===== config.mk =====
export PLATFORM = sky130hd
export DESIGN_NAME = interrupt_vector_sfr_logic
export DESIGN_NICKNAME = d
export VERILOG_FILES = /design/src/verilog/irq_sfr_pkg.sv /design/src/verilog/sync_two_flop.sv /design/src/verilog/interrupt_vector_sfr_logic.sv
export SDC_FILE = /design/constraint.sdc
export NUM_CORES = 1
export LEC_CHECK = 0
export ABC_AREA = 1
export BUFFER_PORTS_ARGS = -buffer_cell sky130_fd_sc_hd__buf_2
export CORE_MARGIN = 3
export CORE_UTILIZATION = 42
export CTS_BUF_LIST = sky130_fd_sc_hd__clkbuf_4 sky130_fd_sc_hd__clkbuf_8 sky130_fd_sc_hd__clkbuf_16
export CTS_CLUSTER_DIAMETER = 150
export DETAILED_ROUTE_END_ITERATION = 8
export PLACE_DENSITY_LB_ADDON = 0.05
export SLEW_MARGIN = 20
export SYNTH_ARGS = -nofsm -noshare
export SYNTH_HDL_FRONTEND = slang
export SYNTH_HIERARCHICAL = 1
export SYNTH_SLANG_ARGS = --single-unit

===== constraint.sdc =====
create_clock -name aclk -period 1.3 [get_ports aclk]
set_input_delay 0.13 -clock aclk [delete_from_list [all_inputs] [get_ports aclk]]
set_output_delay 0.13 -clock aclk [all_outputs]
set_load 0.02 [all_outputs]

===== src/verilog/irq_sfr_pkg.sv =====
// constants shared by the interrupt vector and special function register logic
// assumes a 32-bit axi4-lite register port and a 16-bit address space above it
package irq_sfr_pkg;

   // register word indices; the byte address is four times the index
   localparam logic [5:0] IDX_ENABLE_ONE = 6'h00;
   localparam logic [5:0] IDX_ENABLE_TWO = 6'h01;
   localparam logic [5:0] IDX_FLAG_ONE   = 6'h02;
   localparam logic [5:0] IDX_FLAG_TWO   = 6'h03;
   localparam logic [5:0] IDX_STATUS     = 6'h04;

   // enable byte field positions and implemented-bit mask
   localparam int         EN_WATCHDOG_BIT = 0;
   localparam int         EN_OSC_BIT      = 1;
   localparam int         EN_NMI_PIN_BIT  = 4;
   localparam int         EN_ACCESS_BIT   = 5;
   localparam logic [7:0] ENABLE_MASK     = 8'h33;
   localparam logic [7:0] ENABLE_RESET    = 8'h00;

   // flag byte field positions, implemented-bit mask and power-on value
   localparam int         FL_WATCHDOG_BIT = 0;
   localparam int         FL_OSC_BIT      = 1;
   localparam int         FL_POWER_BIT    = 2;
   localparam int         FL_EXT_RST_BIT  = 3;
   localparam int         FL_NMI_PIN_BIT  = 4;
   localparam logic [7:0] FLAG_MASK       = 8'h1F;
   localparam logic [7:0] FLAG_POR_RESET  = 8'h06;

   // status register field positions
   localparam int         ST_IRQ_BIT  = 16;
   localparam int         ST_DEEP_BIT = 17;

   // vector table: word address = base + 2 * priority
   localparam logic [15:0] VEC_BASE      = 16'hFFC0;
   localparam logic [15:0] VEC_USED_LOW  = 16'hFFE0;
   localparam logic [15:0] VEC_EMPTY     = 16'hFFFF;
   localparam logic [4:0]  PRIO_RESET    = 5'h1F;
   localparam logic [4:0]  PRIO_NMI      = 5'h1E;
   localparam logic [4:0]  PRIO_WATCHDOG = 5'h1A;
   localparam logic [4:0]  PRIO_TIMER_C0 = 5'h19;
   localparam logic [4:0]  PRIO_TIMER_C1 = 5'h18;
   localparam logic [4:0]  PRIO_SERIAL   = 5'h14;
   localparam logic [4:0]  PRIO_PORT_TWO = 5'h13;
   localparam logic [4:0]  PRIO_PORT_ONE = 5'h12;

   // legal instruction fetch ranges
   localparam logic [15:0] RAM_LOW   = 16'h0200;
   localparam logic [15:0] RAM_HIGH  = 16'h02FF;
   localparam logic [15:0] INFO_LOW  = 16'h1000;
   localparam logic [15:0] INFO_HIGH = 16'h10FF;
   localparam logic [15:0] CODE_LOW  = 16'hF000;

   // bus responses
   localparam logic [1:0] RESP_OKAY   = 2'h0;
   localparam logic [1:0] RESP_SLVERR = 2'h2;

   // core sequencing modes
   typedef enum logic [1:0] {
      MODE_CHECK  = 2'b00,
      MODE_VECTOR = 2'b01,
      MODE_RUN    = 2'b10,
      MODE_DEEP   = 2'b11
   } core_mode_t;

   // vector word for a priority level
   function automatic logic [15:0] vec_of(input logic [4:0] prio);
      vec_of = VEC_BASE + {10'h000, prio, 1'b0};
   endfunction

endpackage


===== src/verilog/sync_two_flop.sv =====
// two-flop synchroniser for one asynchronous level
// assumes d comes from a pin or another clock domain
module sync_two_flop
   import irq_sfr_pkg::*;
(
   // clock and reset
   input  wire logic aclk,
   input  wire logic aresetn,
   // level in and out
   input  wire logic d,
   output wire logic q
);

   typedef struct packed {
      logic s1;
      logic s2;
   } sync_state_t;

   sync_state_t st;
   sync_state_t next_st;

   // the first stage feeds only the second
   always_comb begin
      next_st.s1 = d;
      next_st.s2 = st.s1;
   end

   always_ff @(posedge aclk) begin
      if (!aresetn) begin
         st <= '0;
      end else begin
         st <= next_st;
      end
   end

   assign q = st.s2;

endmodule


===== src/verilog/interrupt_vector_sfr_logic.sv =====
// interrupt vector selection, priority ordering and the enable/flag special function registers
// assumes an axi4-lite master on aclk, a cpu core that acknowledges vector fetches,
// and peripheral modules that keep their own interrupt flags
//
// The implementer's own choice: the AXI4-Lite slave port.
module interrupt_vector_sfr_logic
   import irq_sfr_pkg::*;
(
   // clock and power-on reset
   input  wire logic        aclk,
   input  wire logic        aresetn,
   // axi4-lite write address and data
   input  wire logic        awvalid,
   output wire logic        awready,
   input  wire logic [7:0]  awaddr,
   input  wire logic        wvalid,
   output wire logic        wready,
   input  wire logic [31:0] wdata,
   input  wire logic [3:0]  wstrb,
   // axi4-lite write response
   output wire logic        bvalid,
   input  wire logic        bready,
   output wire logic [1:0]  bresp,
   // axi4-lite read
   input  wire logic        arvalid,
   output wire logic        arready,
   input  wire logic [7:0]  araddr,
   output wire logic        rvalid,
   input  wire logic        rready,
   output wire logic [31:0] rdata,
   output wire logic [1:0]  rresp,
   // asynchronous pins
   input  wire logic        rst_nmi_pin,
   input  wire logic        osc_fault_raw,
   // reset and fault sources on aclk
   input  wire logic        pin_nmi_mode,
   input  wire logic        watchdog_expire,
   input  wire logic        watchdog_interval_mode,
   input  wire logic        storage_key_violation,
   input  wire logic        storage_access_violation_flag,
   input  wire logic        fetch_valid,
   input  wire logic [15:0] fetch_addr,
   // maskable peripheral flags
   input  wire logic        gie,
   input  wire logic        timer_compare0_flag,
   input  wire logic        timer_overflow_flag,
   input  wire logic        serial_if_flag,
   input  wire logic        serial_start_flag,
   input  wire logic [7:0]  port_one_change_flags,
   input  wire logic [7:0]  port_two_change_flags,
   // cpu vector fetch
   input  wire logic [15:0] reset_vector_word,
   input  wire logic        irq_ack,
   output wire logic        irq_req,
   output wire logic [15:0] irq_vector,
   output wire logic        lesser_system_reset,
   // deepest sleep controls
   output wire logic        cpu_off,
   output wire logic        clocks_off,
   output wire logic        osc_bias_off,
   output wire logic        xtal_stop
);

   typedef struct packed {
      core_mode_t  mode;
      logic        deep;
      logic        pin_prev;
      logic        lreset_pulse;
      logic        req;
      logic [15:0] vector;
      logic [7:0]  enable;
      logic [7:0]  flag;
      logic        awready;
      logic        wready;
      logic        aw_got;
      logic        w_got;
      logic [5:0]  waddr;
      logic [7:0]  wbyte;
      logic        wlane;
      logic        bvalid;
      logic [1:0]  bresp;
      logic        arready;
      logic        rvalid;
      logic [31:0] rdata;
      logic [1:0]  rresp;
   } blk_state_t;

   localparam blk_state_t ST_RESET = '{
      mode: MODE_CHECK, deep: 1'b0, pin_prev: 1'b0, lreset_pulse: 1'b0, req: 1'b0,
      vector: VEC_EMPTY, enable: ENABLE_RESET, flag: FLAG_POR_RESET,
      awready: 1'b1, wready: 1'b1, aw_got: 1'b0, w_got: 1'b0, waddr: IDX_ENABLE_ONE,
      wbyte: 8'h00, wlane: 1'b0, bvalid: 1'b0, bresp: RESP_OKAY,
      arready: 1'b1, rvalid: 1'b0, rdata: 32'h0000_0000, rresp: RESP_OKAY};

   blk_state_t st;
   blk_state_t next_st;

   logic pin_sync;
   logic osc_sync;

   // pins cross into aclk before anything looks at them
   sync_two_flop u_pin_sync (
      .aclk    (aclk),
      .aresetn (aresetn),
      .d       (rst_nmi_pin),
      .q       (pin_sync)
   );

   sync_two_flop u_osc_sync (
      .aclk    (aclk),
      .aresetn (aresetn),
      .d       (osc_fault_raw),
      .q       (osc_sync)
   );

   // register readback; unbuilt bits are masked to zero
   function automatic logic [31:0] read_word(input logic [5:0] idx, input blk_state_t s);
      unique case (idx)
         IDX_ENABLE_ONE: read_word = {24'h000000, s.enable & ENABLE_MASK};
         IDX_FLAG_ONE:   read_word = {24'h000000, s.flag & FLAG_MASK};
         IDX_STATUS:     read_word = {14'h0000, s.deep, s.req, s.vector};
         default:        read_word = 32'h0000_0000;
      endcase
   endfunction

   logic pin_fall;
   logic bad_fetch;
   logic lreset_now;
   logic acked;
   logic nmi_active;
   logic wdt_active;
   logic do_write;

   // reset sources: falling pin edge decides between reset and nmi by pin mode
   always_comb begin
      pin_fall  = st.pin_prev & ~pin_sync;
      bad_fetch = fetch_valid & ((fetch_addr < RAM_LOW)
                  | ((fetch_addr > RAM_HIGH) & (fetch_addr < INFO_LOW))
                  | ((fetch_addr > INFO_HIGH) & (fetch_addr < CODE_LOW)));
      lreset_now = (pin_fall & ~pin_nmi_mode) | (watchdog_expire & ~watchdog_interval_mode)
                  | storage_key_violation | bad_fetch;
      acked     = st.req & irq_ack;
      do_write  = st.aw_got & st.w_got & ~st.bvalid;
      // nmi group ignores gie entirely
      nmi_active = (st.flag[FL_NMI_PIN_BIT] & st.enable[EN_NMI_PIN_BIT])
                   | (st.flag[FL_OSC_BIT] & st.enable[EN_OSC_BIT])
                   | (storage_access_violation_flag & st.enable[EN_ACCESS_BIT]);
      // watchdog enable is meaningless outside interval mode
      wdt_active = st.flag[FL_WATCHDOG_BIT] & st.enable[EN_WATCHDOG_BIT]
                   & watchdog_interval_mode & gie;
   end

   // next state: bus slave, software writes, hardware sets, sequencing, vector choice
   always_comb begin
      next_st              = st;
      next_st.lreset_pulse = 1'b0;
      next_st.pin_prev     = pin_sync;

      // write address and data may arrive in either order
      if (awvalid && st.awready) begin
         next_st.aw_got  = 1'b1;
         next_st.awready = 1'b0;
         next_st.waddr   = awaddr[7:2];
      end
      if (wvalid && st.wready) begin
         next_st.w_got  = 1'b1;
         next_st.wready = 1'b0;
         next_st.wbyte  = wdata[7:0];
         next_st.wlane  = wstrb[0];
      end
      if (do_write) begin
         next_st.aw_got = 1'b0;
         next_st.w_got  = 1'b0;
         next_st.bvalid = 1'b1;
         next_st.bresp  = (st.waddr <= IDX_STATUS) ? RESP_OKAY : RESP_SLVERR;
         if (st.wlane && st.waddr == IDX_ENABLE_ONE) begin
            next_st.enable = st.wbyte & ENABLE_MASK;
         end
         if (st.wlane && st.waddr == IDX_FLAG_ONE) begin
            next_st.flag = st.wbyte & FLAG_MASK;
         end
      end
      if (st.bvalid && bready) begin
         next_st.bvalid  = 1'b0;
         next_st.awready = 1'b1;
         next_st.wready  = 1'b1;
      end

      // one read at a time; answer one cycle after the address is taken
      if (arvalid && st.arready) begin
         next_st.arready = 1'b0;
         next_st.rvalid  = 1'b1;
         next_st.rdata   = read_word(araddr[7:2], st);
         next_st.rresp   = (araddr[7:2] <= IDX_STATUS) ? RESP_OKAY : RESP_SLVERR;
      end
      if (st.rvalid && rready) begin
         next_st.rvalid  = 1'b0;
         next_st.arready = 1'b1;
      end

      // a taken watchdog vector consumes its single-source flag
      if (acked && st.mode == MODE_RUN && st.vector == vec_of(PRIO_WATCHDOG)) begin
         next_st.flag[FL_WATCHDOG_BIT] = 1'b0;
      end

      // core sequencing after power-up and lesser resets
      unique case (st.mode)
         MODE_CHECK: begin
            next_st.mode = (reset_vector_word == VEC_EMPTY) ? MODE_DEEP : MODE_VECTOR;
         end
         MODE_VECTOR: begin
            if (acked) begin
               next_st.mode = MODE_RUN;
            end
         end
         MODE_RUN: begin
            next_st.mode = MODE_RUN;
         end
         MODE_DEEP: begin
            next_st.mode = MODE_DEEP; // only a reset leaves it
         end
      endcase

      // lesser reset: rw-0/rw-1 bits forced, power-on-only bits untouched
      if (lreset_now) begin
         next_st.lreset_pulse         = 1'b1;
         next_st.mode                 = MODE_VECTOR;
         next_st.enable               = ENABLE_RESET;
         next_st.flag[FL_NMI_PIN_BIT] = 1'b0;
         next_st.flag[FL_OSC_BIT]     = 1'b1;
      end

      // hardware sets come last so they win over a same-cycle clear
      if (watchdog_expire) begin
         next_st.flag[FL_WATCHDOG_BIT] = 1'b1;
      end
      if (osc_sync) begin
         next_st.flag[FL_OSC_BIT] = 1'b1;
      end
      if (pin_fall && pin_nmi_mode) begin
         next_st.flag[FL_NMI_PIN_BIT] = 1'b1;
      end
      if (pin_fall && !pin_nmi_mode) begin
         next_st.flag[FL_EXT_RST_BIT] = 1'b1;
      end

      next_st.deep = (next_st.mode == MODE_DEEP);

      // vector choice in fixed priority; one idle cycle after each acknowledge
      next_st.req = 1'b0;
      if (next_st.mode == MODE_VECTOR) begin
         next_st.req    = 1'b1;
         next_st.vector = vec_of(PRIO_RESET);
      end else if (next_st.mode == MODE_RUN && !acked) begin
         next_st.req = 1'b1;
         if (nmi_active) begin
            next_st.vector = vec_of(PRIO_NMI);
         end else if (wdt_active) begin
            next_st.vector = vec_of(PRIO_WATCHDOG);
         end else if (gie && timer_compare0_flag) begin
            next_st.vector = vec_of(PRIO_TIMER_C0);
         end else if (gie && timer_overflow_flag) begin
            next_st.vector = vec_of(PRIO_TIMER_C1);
         end else if (gie && (serial_if_flag || serial_start_flag)) begin
            next_st.vector = vec_of(PRIO_SERIAL);
         end else if (gie && (|port_two_change_flags)) begin
            next_st.vector = vec_of(PRIO_PORT_TWO);
         end else if (gie && (|port_one_change_flags)) begin
            next_st.vector = vec_of(PRIO_PORT_ONE);
         end else begin
            next_st.req = 1'b0;
         end
      end
   end

   // power-on reset loads every bit, including the power-on flag
   always_ff @(posedge aclk) begin
      if (!aresetn) begin
         st <= ST_RESET;
      end else begin
         st <= next_st;
      end
   end

   // outputs straight from the state register
   assign awready             = st.awready;
   assign wready              = st.wready;
   assign bvalid              = st.bvalid;
   assign bresp               = st.bresp;
   assign arready             = st.arready;
   assign rvalid              = st.rvalid;
   assign rdata               = st.rdata;
   assign rresp               = st.rresp;
   assign irq_req             = st.req;
   assign irq_vector          = st.vector;
   assign lesser_system_reset = st.lreset_pulse;
   assign cpu_off             = st.deep;
   assign clocks_off          = st.deep;
   assign osc_bias_off        = st.deep;
   assign xtal_stop           = st.deep;

   // checks on the vector logic and register behaviour
   a_vector_in_range: assert property (@(posedge aclk) disable iff (!aresetn)
      irq_req |-> (irq_vector >= VEC_USED_LOW)) else $error("vector below used range");

   a_empty_word_sleeps: assert property (@(posedge aclk) disable iff (!aresetn)
      (st.mode == MODE_CHECK && reset_vector_word == VEC_EMPTY && !lreset_now) |=> (cpu_off && !irq_req))
      else $error("empty reset word did not enter deepest sleep");

   a_deep_all_off: assert property (@(posedge aclk) disable iff (!aresetn)
      cpu_off |-> (clocks_off && osc_bias_off && xtal_stop && !irq_req)) else $error("deepest sleep incomplete");

   a_lreset_vector: assert property (@(posedge aclk) disable iff (!aresetn)
      lesser_system_reset |-> (irq_req && irq_vector == 16'hFFFE && st.enable == 8'h00 && st.flag[FL_OSC_BIT]))
      else $error("lesser reset did not force reset vector and register values");

   a_nmi_ignores_gie: assert property (@(posedge aclk) disable iff (!aresetn)
      (st.mode == MODE_RUN && nmi_active && !gie && !irq_ack && !lreset_now) |=> (irq_req && irq_vector == 16'hFFFC))
      else $error("nonmaskable group not served without gie");

   a_wdt_interval_only: assert property (@(posedge aclk) disable iff (!aresetn)
      (irq_req && irq_vector == 16'hFFF4) |-> $past(watchdog_interval_mode)) else $error("watchdog vector outside interval mode");

   a_bad_fetch_resets: assert property (@(posedge aclk) disable iff (!aresetn)
      (fetch_valid && fetch_addr < 16'h0200) |=> lesser_system_reset) else $error("illegal fetch gave no reset");

   a_port_order: assert property (@(posedge aclk) disable iff (!aresetn)
      (irq_req && irq_vector == 16'hFFE4) |-> $past(port_two_change_flags) == 8'h00) else $error("port one served ahead of port two");

   a_unbuilt_zero: assert property (@(posedge aclk) disable iff (!aresetn)
      ((st.enable & ~ENABLE_MASK) == 8'h00) && ((st.flag & ~FLAG_MASK) == 8'h00)) else $error("unbuilt bit set");

endmodule


## After elaboration in Yosys (flattened, before gate mapping)

Index checks and enable logic that the tools add are counted.

| word-level totals | value |
|---|---|
| logic and storage cells | 153 |
| output and inout bits | 63 |
| bits in registers | 91 |
| input port bits | 121 |

| cells by class | value |
|---|---|
| muxes and demuxes | 31 |
| bitwise operators | 27 |
| equality and inequality tests | 11 |
| reductions and logical operators | 47 |
| magnitude comparators | 7 |

Operator list:

| cell | number |
|---|---|
| 16-bit 2-to-1 mux | 7 |
| 18-bit case mux with 3 select lines | 1 |
| 17-bit 2-to-1 mux | 2 |
| 16-bit equality test, second input constant | 2 |
| 1-bit logical AND | 17 |
| 16-bit by 10-bit greater-than comparator with 1-bit output, second input constant | 1 |
| 16-bit by 13-bit greater-than comparator with 1-bit output, second input constant | 1 |
| 16-bit by 10-bit < comparator with 1-bit output, second input constant | 1 |
| 16-bit by 13-bit < comparator with 1-bit output, second input constant | 1 |
| 16-bit < comparator, second input constant | 1 |
| 8-bit OR reduction | 2 |
| 1-bit AND | 15 |
| 2-bit AND reduction | 7 |
| 1-bit 2-to-1 mux | 13 |
| 6-bit by 2-bit equality test with 1-bit output, second input constant | 2 |
| 6-bit by 3-bit <= comparator with 1-bit output, second input constant | 2 |
| 6-bit logical NOT | 2 |
| 3-bit nonzero test | 4 |
| 2-bit 2-to-1 mux | 5 |
| 5-bit 2-to-1 mux | 2 |
| 2-bit OR reduction | 5 |
| 2-bit equality test, second input constant | 4 |
| 2-bit case mux with 4 select lines | 1 |
| 8-bit nonzero test | 1 |
| other kinds (10) | 24 |

## Depth between registers and ports, before layout

Gate-level depths: netlist of the first run.

| logic depth | value |
|---|---|
| word-level depth | 11 |
| gate-level depth with buffers | 9 |
| mapped depth without buffers | 9 |

## By module

The synthesis of the first run kept the hierarchy.

By module, submodules not included:

| module | instances | area an instance (um^2) | cells each | sequential area each (um^2) |
|---|---|---|---|---|
| interrupt_vector_sfr_logic | 1 | 2723.9 | 392 | 1021.0 |
| sync_two_flop | 2 | 55.1 | 6 | 40.0 |

## Least setup slack after synthesis of the first run

Ideal clock, no wire load.

| timing | value |
|---|---|
| kind | register to register |
| start point | register st (netlist bit irq_req) |
| end point | register st (netlist bit irq_vector[4]) |
| buffers on the path | 0 |
| path slack | -0.024 ns |
| clock period less this slack | 1.324 ns |
| stages on the path, launching flop included | 9 |
| required time | 1.238 ns |
| library setup time | 0.062 ns |
| arrival time | 1.263 ns |
| path through | dfxtp_1 -> nand2_1 -> inv_1 -> nor2_1 -> nor2_2 -> nand3_1 -> nor2_2 -> o21ai_0 -> nand3_1 |

| on the way | value |
|---|---|
| cells in the longest elaborated chain, start to end | 7 |
| elaborated cells on any way between the ends | 10 |
| classes of those cells | eq/ne: 2; mux: 3; bitwise: 1; reduce/logical: 4 |

RTL lines:

| element | line | text |
|---|---|---|
| from (decl) | interrupt_vector_sfr_logic.sv:95 | `blk_state_t st;` |
| from (signal assigned) | interrupt_vector_sfr_logic.sv:281 | `st <= next_st;` |
| 1-bit AND * | interrupt_vector_sfr_logic.sv:142 | `acked = st.req & irq_ack;` |
| 2-bit 2-to-1 mux | interrupt_vector_sfr_logic.sv:212 | `if (acked) begin` |
| 2-bit case mux with 4 select lines | interrupt_vector_sfr_logic.sv:207 | `unique case (st.mode)` |
| 2-bit 2-to-1 mux | interrupt_vector_sfr_logic.sv:225 | `if (lreset_now) begin` |
| 2-bit equality test | interrupt_vector_sfr_logic.sv:254 | `end else if (next_st.mode == MODE_RUN && !acked) begin` |
| 1-bit logical AND | interrupt_vector_sfr_logic.sv:254 |  |
| 2-bit AND reduction (no source line) | - |  |

Mark *: on every way between the ends. The rest lies on a longest branch, timed or not.
A chain may end at the register's enable or synchronous reset.

## Worst setup path after layout of the first run

| timing | value |
|---|---|
| start point | register u_pin_sync.st (netlist bit u_pin_sync/q) |
| end point | register st (netlist bit irq_vector[4]) |

| on the way | value |
|---|---|
| cells in the longest elaborated chain, start to end | 10 |
| elaborated cells on any way between the ends | 12 |
| classes of those cells | eq/ne: 2; mux: 1; bitwise: 6; reduce/logical: 3 |

RTL lines:

| element | line | text |
|---|---|---|
| from (decl) | sync_two_flop.sv:19 | `sync_state_t st;` |
| from (signal assigned) | sync_two_flop.sv:32 | `st <= next_st;` |
| 1-bit inverter * | interrupt_vector_sfr_logic.sv:136 | `pin_fall = st.pin_prev & ~pin_sync;` |
| 1-bit AND * | interrupt_vector_sfr_logic.sv:136 |  |
| 1-bit AND * | interrupt_vector_sfr_logic.sv:140 | `lreset_now = (pin_fall & ~pin_nmi_mode) \| (watchdog_expire & ~watchdog_interval_mode)` |
| 1-bit OR * | interrupt_vector_sfr_logic.sv:140 |  |
| 1-bit OR * (2 in series) | interrupt_vector_sfr_logic.sv:141 | `\| storage_key_violation \| bad_fetch;` |
| 2-bit 2-to-1 mux * | interrupt_vector_sfr_logic.sv:225 |  |
| 2-bit equality test | interrupt_vector_sfr_logic.sv:254 |  |
| 1-bit logical AND | interrupt_vector_sfr_logic.sv:254 |  |
| 2-bit AND reduction (no source line) | - |  |

Marks and branches as above.

==> results.md, run 1 <==
* DR vias at ~2700
* Top cells by area, synth: dfxtp_1 39%, buf_4 15%, nand2_1 13%, nor2_1 6.4%, a21oi_1 4.8%
* Routed vias/inst at 4.52
* Tmin final at ~1200 ps
* Post-synthesis sequential area ratio at 38.9%
* First-pass GRT wire length at between 10 and 15 mm
* Crit Path Max Fanout at 5
* Critical path endpoint category: flop
* Status: finished clean
* Hold Slack at between 50 and 60 ps
* Post-Place Setup Slack at -45.9 ps
* Clock H-tree levels at 2
* Initial Utilization at 43.9%
* Crit path DAT at about 1400 ps
* Count leader, synth: nand2_1
* Final non-filler cell total at about 600
* Hold Vio Cnt, Final at 0
* Met2 Use GR at between 20% and 30%
* Met3 Use GR at ~3.1%
* CP max-delay cell: dfxtp_2
* Fraction of layout cells with a size suffix above 1 at a little over a third
* Final Max Tran Viols at 0
* Part of the power in registers at 48.2%
* Vias in the first global route at ~2400
* Yosys reg bits at 55
* DRC at 0
* Overall Global Routing Usage at between 10% and 20%
* Final total power at ~3.8 mW
* Max FFs per register at 27
* Placeable Area at 6460 µm²
* Top post-synthesis cells by count: 98 x nand2_1, 55 x buf_4, 55 x dfxtp_1
* Biggest register: st
* Top cell by count, worst path: nand2_2
* Post-route clock period utilization at a little over nine tenths
* Port-buffer cells at roughly 120
* Grt ovf at 0
* Worst Skew at a little over 9 ps
* Hold path startpoint: rready
* Mapped cell area at 2830 µm²
* Std cell rows at 29
* Gr busiest metal: met2
* Setup ws final at about 55 ps
* Layout area overhead at 28.3%
* Top cell type by total area after synthesis: dfxtp_1
* Clock network power share at between 30% and 40%
* Cell variety after synth at 30
* Pwr per Cell Area at 1040 nW/µm²
* Starting DRC count in detailed routing at 34
* Crit path required time at approximately 1500 ps
* Die Wd at between 80 and 90 µm
* Avg Cell Area, Syn at 7.01 µm²
* Worst min path class: in -> reg
* Worst skew pair latency at slightly above 300 ps
* Internal power at between 2 and 3 mW
* Post-route ant nets at 0
* Largest net degree at the start of global routing at 17
* Max IR drop VDD at 713 µV
* Grt met1 use at around 20%
* Primary FF master, synth: dfxtp_1
* Final setup fails at 0
* Root buf cell: clkbuf_8
* Max-capacitance violation count at 0
* Fmax at between 0.8 and 0.9 GHz
* N_diodes at 0
* Routability cong. at just under 0.8
* NumNets Final at 641
* Critical path class: reg -> reg
* Clk slew on worst S/H paths at 90 ps
* Post-Synthesis Cells at ~400
* Die H at a little under 90 µm
* DP Cell Count at 587
* Initial DRT Pass Iterations at 4
* TritonCTS clock tree: done
* Critical path startpoint: u_pin_sync/q
* Initial antenna violation count at 0
* Crit-path cells: inv_2 > nand3b_1 > nand2_2 > a21oi_4 > nand2_2 > nor2_4 > nand3_1
* Leak at between 1.5 and 2 nW
* Post-synth EDFFs at 0
* Switching share of power at about a quarter
* Worst Setup Start Kind: flop
* Psw at 975 µW
* Die area at about 7800 µm²
* Comb pwr share at about 17%
* HPWL after DPL at 5.25 mm
* Routed WL at between 6 and 7 mm
* Reg-to-Reg Start: u_pin_sync/q
* DR WL/cell at approximately 11 µm
* Sum Neg Setup Slack at 0 ps
* RSZ-0062 raised after global routing: yes
* Yosys warns at 6
* TritonCTS buffer count at 5
* CP max stage delay at 340 ps
* Clock sinks at 55
* Post-synth top area share at between 30 and 40%
* Fillcell total at 678
* Deepest clock path buffer count at 2
* Io pins at 184
* Synth async-reset ratio at 0%
[final cells by class]
type                       instances  area [µm²]  share of cell area, %
timing repair buffer             145         806                   22.2
multi-input combinational        278        1360                   37.4
clock inverter                     2        60.1                   1.65
tap                               77        96.3                   2.65
sequential                        55        1110                   30.5
inverter                          35         131                   3.61
clock buffer                       6        76.3                   2.10
[stage by stage]
step           instance area, µm²  utilization, %
3_3_place_gp                 3370            52.2
4_1_cts                      3540            54.8
2_1_floorplan                2930               -
6_report                     3640            56.3
5_1_grt                      3640            56.3
3_5_place_dp                 3370            52.2
[cells in the final DEF (no fill, tap or decap), types with 6 or more instances in the layout]
cell / n
nand2_1: 94
buf_2: 115
nor2_1: 45
buf_4: 28
conb_1: 27
nand3_1: 22
dfxtp_2: 6
inv_1: 30
a21oi_1: 24
dfxtp_1: 49
o21ai_0: 22
[power groups by stage]
stage / Clock [mW] / Sequential [mW] / Combinational [mW]
5_1_grt: 1.43 / 1.83 / 0.703
2_1_floorplan: 0 / 1.87 / 0.395
3_3_place_gp: 0 / 1.85 / 0.580
3_5_place_dp: 0 / 1.85 / 0.587
4_1_cts: 1.37 / 1.81 / 0.595
6_report: 1.33 / 1.82 / 0.623
[what timing repair did]
| action | 4_1_cts | 5_1_grt |
|---|---|---|
| endpoints found under the hold margin | 2 | 0 |
| gates resized for setup | 3 | 27 |
| hold buffers | 2 | 0 |
| setup endpoints to repair | 12 | 14 |
| pin swaps | 0 | 8 |
| setup buffers | 0 | 1 |
[layer usage]
layer	share of wire, %	wire length (µm)
met5	0	0
met4	0.82	53
met3	5.1	331
met2	51	3260
met1	43	2800
[cells by family after synthesis]
| kind of cell | synth area share, % |
|---|---|
| buffers and inverters | 20.0 |
| flip-flops | 38.9 |
| AND/OR/NAND/NOR | 29.5 |
| other | 0.265 |
| AO/OA/AOI/OAI | 11.4 |
[critical path: cells and delay by family, from the launching register on]
kind                   cells  cell delay (ps)
AOI/OAI and AO/OA          1              190
buffers and inverters      1               30
DFF                        1              340
and+or+nand+nor            5              560
[worst paths after layout]
kind	end	slack (ps)	cells after the start
max	irq_vector[4]	50	7
min	arready	50	3
max reg2reg	irq_vector[4]	50	7
min reg2reg	u_pin_sync/q	410	2
Power figures use the tool's default switching activity.
==> run 2: changes to the inputs <==
--- a/config.mk
+++ b/config.mk
@@ -12,6 +12,7 @@
 export CTS_BUF_LIST = sky130_fd_sc_hd__clkbuf_4 sky130_fd_sc_hd__clkbuf_8 sky130_fd_sc_hd__clkbuf_16
 export CTS_CLUSTER_DIAMETER = 150
 export DETAILED_ROUTE_END_ITERATION = 8
+export MAX_ROUTING_LAYER = met4
 export PLACE_DENSITY_LB_ADDON = 0.05
 export SLEW_MARGIN = 20
 export SYNTH_ARGS = -nofsm -noshare
==> run 2 against run 1 <==
Power about the same. First-iteration DRC count up 2.9%. Final cell count did not move. Utilization unchanged. Clock skew about the same. Clock power about the same. Highest routed layer unchanged.
==> results.md, run 2 (synthesis results as in run 1) <==
* TritonCTS buffer count at 5
* Routability cong. at 0.805
* Part of the power in registers at between 40% and 50%
* Std cell rows at 29
* Leak at between 1.5 and 2 nW
* Crit path required time at 1490 ps
* Reg area at around 1100 µm²
* Max-capacitance violation count at 0
* Post-route clock period utilization at 95.8%
* Initial DRT Pass Iterations at 4
* Switching share of power at between 20 and 30%
* Post-Place Setup Slack at -45.9 ps
* Tmin final at approximately 1200 ps
* Sum Neg Setup Slack at 0 ps
* Core Util, Final at 56.3%
* Overall Global Routing Usage at roughly 17%
* Clock network power share at a little over a third
* Worst skew pair latency at about 310 ps
* Placeable Area at approximately 6500 µm²
* Fmax at around 0.8 GHz
* Deepest clock path buffer count at 2
* Internal power at between 2 and 3 mW
* Worst Setup Start Kind: flop
* Comb pwr share at 16.5%
* DP Cell Count at about 590
* Routed WL at between 6 and 7 mm
* Pwr per Cell Area at 1040 nW/µm²
* Io pins at 184
* DRC at 0
* Final setup fails at 0
* Worst Skew at between 8 and 9 ps
* Hold Vio Cnt, Final at 0
* Psw at a little under 1 mW
* Most frequent cells in the layout: 115 x buf_2, 94 x nand2_1, 49 x dfxtp_1
* Routed vias/inst at 4.52
* Initial Utilization at a little over two fifths
* DR vias at between 2000 and 3000
* Die area at between 7000 and 8000 µm²
* Layout area overhead at 28.3%
* Largest net degree at the start of global routing at 17
* Worst min path class: in -> reg
* Final non-filler cell total at roughly 600
* Most common cell after layout, fill and taps aside: buf_2
* Initial antenna violation count at 0
* Clock H-tree levels at 2
* Max FFs per register at 27
* Grt ovf at 0
* RSZ-0062 raised after global routing: yes
* Fraction of layout cells with a size suffix above 1 at between 30 and 40%
* Crit path DAT at roughly 1400 ps
* NumNets Final at around 640
* Root buf cell: clkbuf_8
* Multi-input gate area at ~1400 µm²
* HPWL after DPL at approximately 5.3 mm
* TritonCTS clock tree: done
* Critical path class: reg -> reg
* Clock sinks at 55
* DR WL/cell at approximately 11 µm
* Final total power at roughly 3.8 mW
* Fillcell total at 678
* Starting DRC count in detailed routing at 35
* Final Max Tran Viols at 0
* Vias in the first global route at 2364
* Critical path endpoint category: flop
* Setup ws final at 54.6 ps
* First-pass GRT wire length at around 10 mm
* N_diodes at 0
* Crit Path Max Fanout at 5
* Post-route ant nets at 0
* Status: finished clean
* Max IR drop VDD at between 700 and 800 µV
* Port-buffer cells at about 120
* Die H at 88.1 µm
* Biggest register: st
* Clk slew on worst S/H paths at roughly 90 ps
* Die Wd at 88.1 µm
==> run 2: per-stage QoR <==
| stage | cell area, µm² | hold slack (ps) |
|---|---|---|
| floorplan | 2930 | 223 |
| CTS | 3540 | 44.9 |
| global route | 3640 | 63.7 |
| global placement | 3370 | 306 |
| finish | 3640 | 52.7 |
| detailed placement | 3370 | 313 |
==> run 2: final cells by class <==
| type | count | area share [%] |
|---|---|---|
| Inverter | 35 | 3.61 |
| Multi-Input combinational cell | 278 | 37.4 |
| Sequential cell | 55 | 30.5 |
| Timing Repair Buffer | 145 | 22.2 |
| Tap cell | 77 | 2.65 |
| Clock buffer | 6 | 2.10 |
| Clock inverter | 2 | 1.65 |
==> run 2: worst max-delay path, stage by stage, from the launching register on <==
cell	delay (ps)
dfxtp_2	340
inv_2	30
nand3b_1	100
nand2_2	100
a21oi_4	190
nand2_2	110
nor2_4	160
nand3_1	90
==> run 2: path summary, 6_finish.rpt <==
kind / from / to / slack (ps) / cells past startpoint
setup / recovery: u_pin_sync/q / irq_vector[4] / 50 / 7
hold / removal: rready / arready / 50 / 3
setup reg to reg: u_pin_sync/q / irq_vector[4] / 50 / 7
hold reg to reg: u_pin_sync/next_st[0] / u_pin_sync/q / 410 / 2
==> run 2: per-layer routing <==
layer | GRT usage (%) | up-vias | part of all wire [%]
met1 | 20.4 | 1182 | 44
li1 | - | 1445 | -
met4 | 4.12 | 0 | 0.88
met5 | - | - | 0
met2 | 28.4 | 69 | 50
met3 | 2.92 | 8 | 4.9
==> run 2: power groups by stage <==
stage	Clock [mW]	Combinational [mW]	Sequential, mW
floorplan	0	0.395	1.87
global placement	0	0.580	1.85
detailed placement	0	0.587	1.85
CTS	1.37	0.595	1.81
global route	1.43	0.703	1.83
finish	1.33	0.623	1.82
==> run 2: repair_timing <==
action | CTS | global route
gates resized for setup | 3 | 27
setup buffers | 0 | 1
endpoints found under the hold margin | 2 | 0
setup endpoints to repair | 12 | 14
hold buffers | 2 | 0
pin swaps | 0 | 8
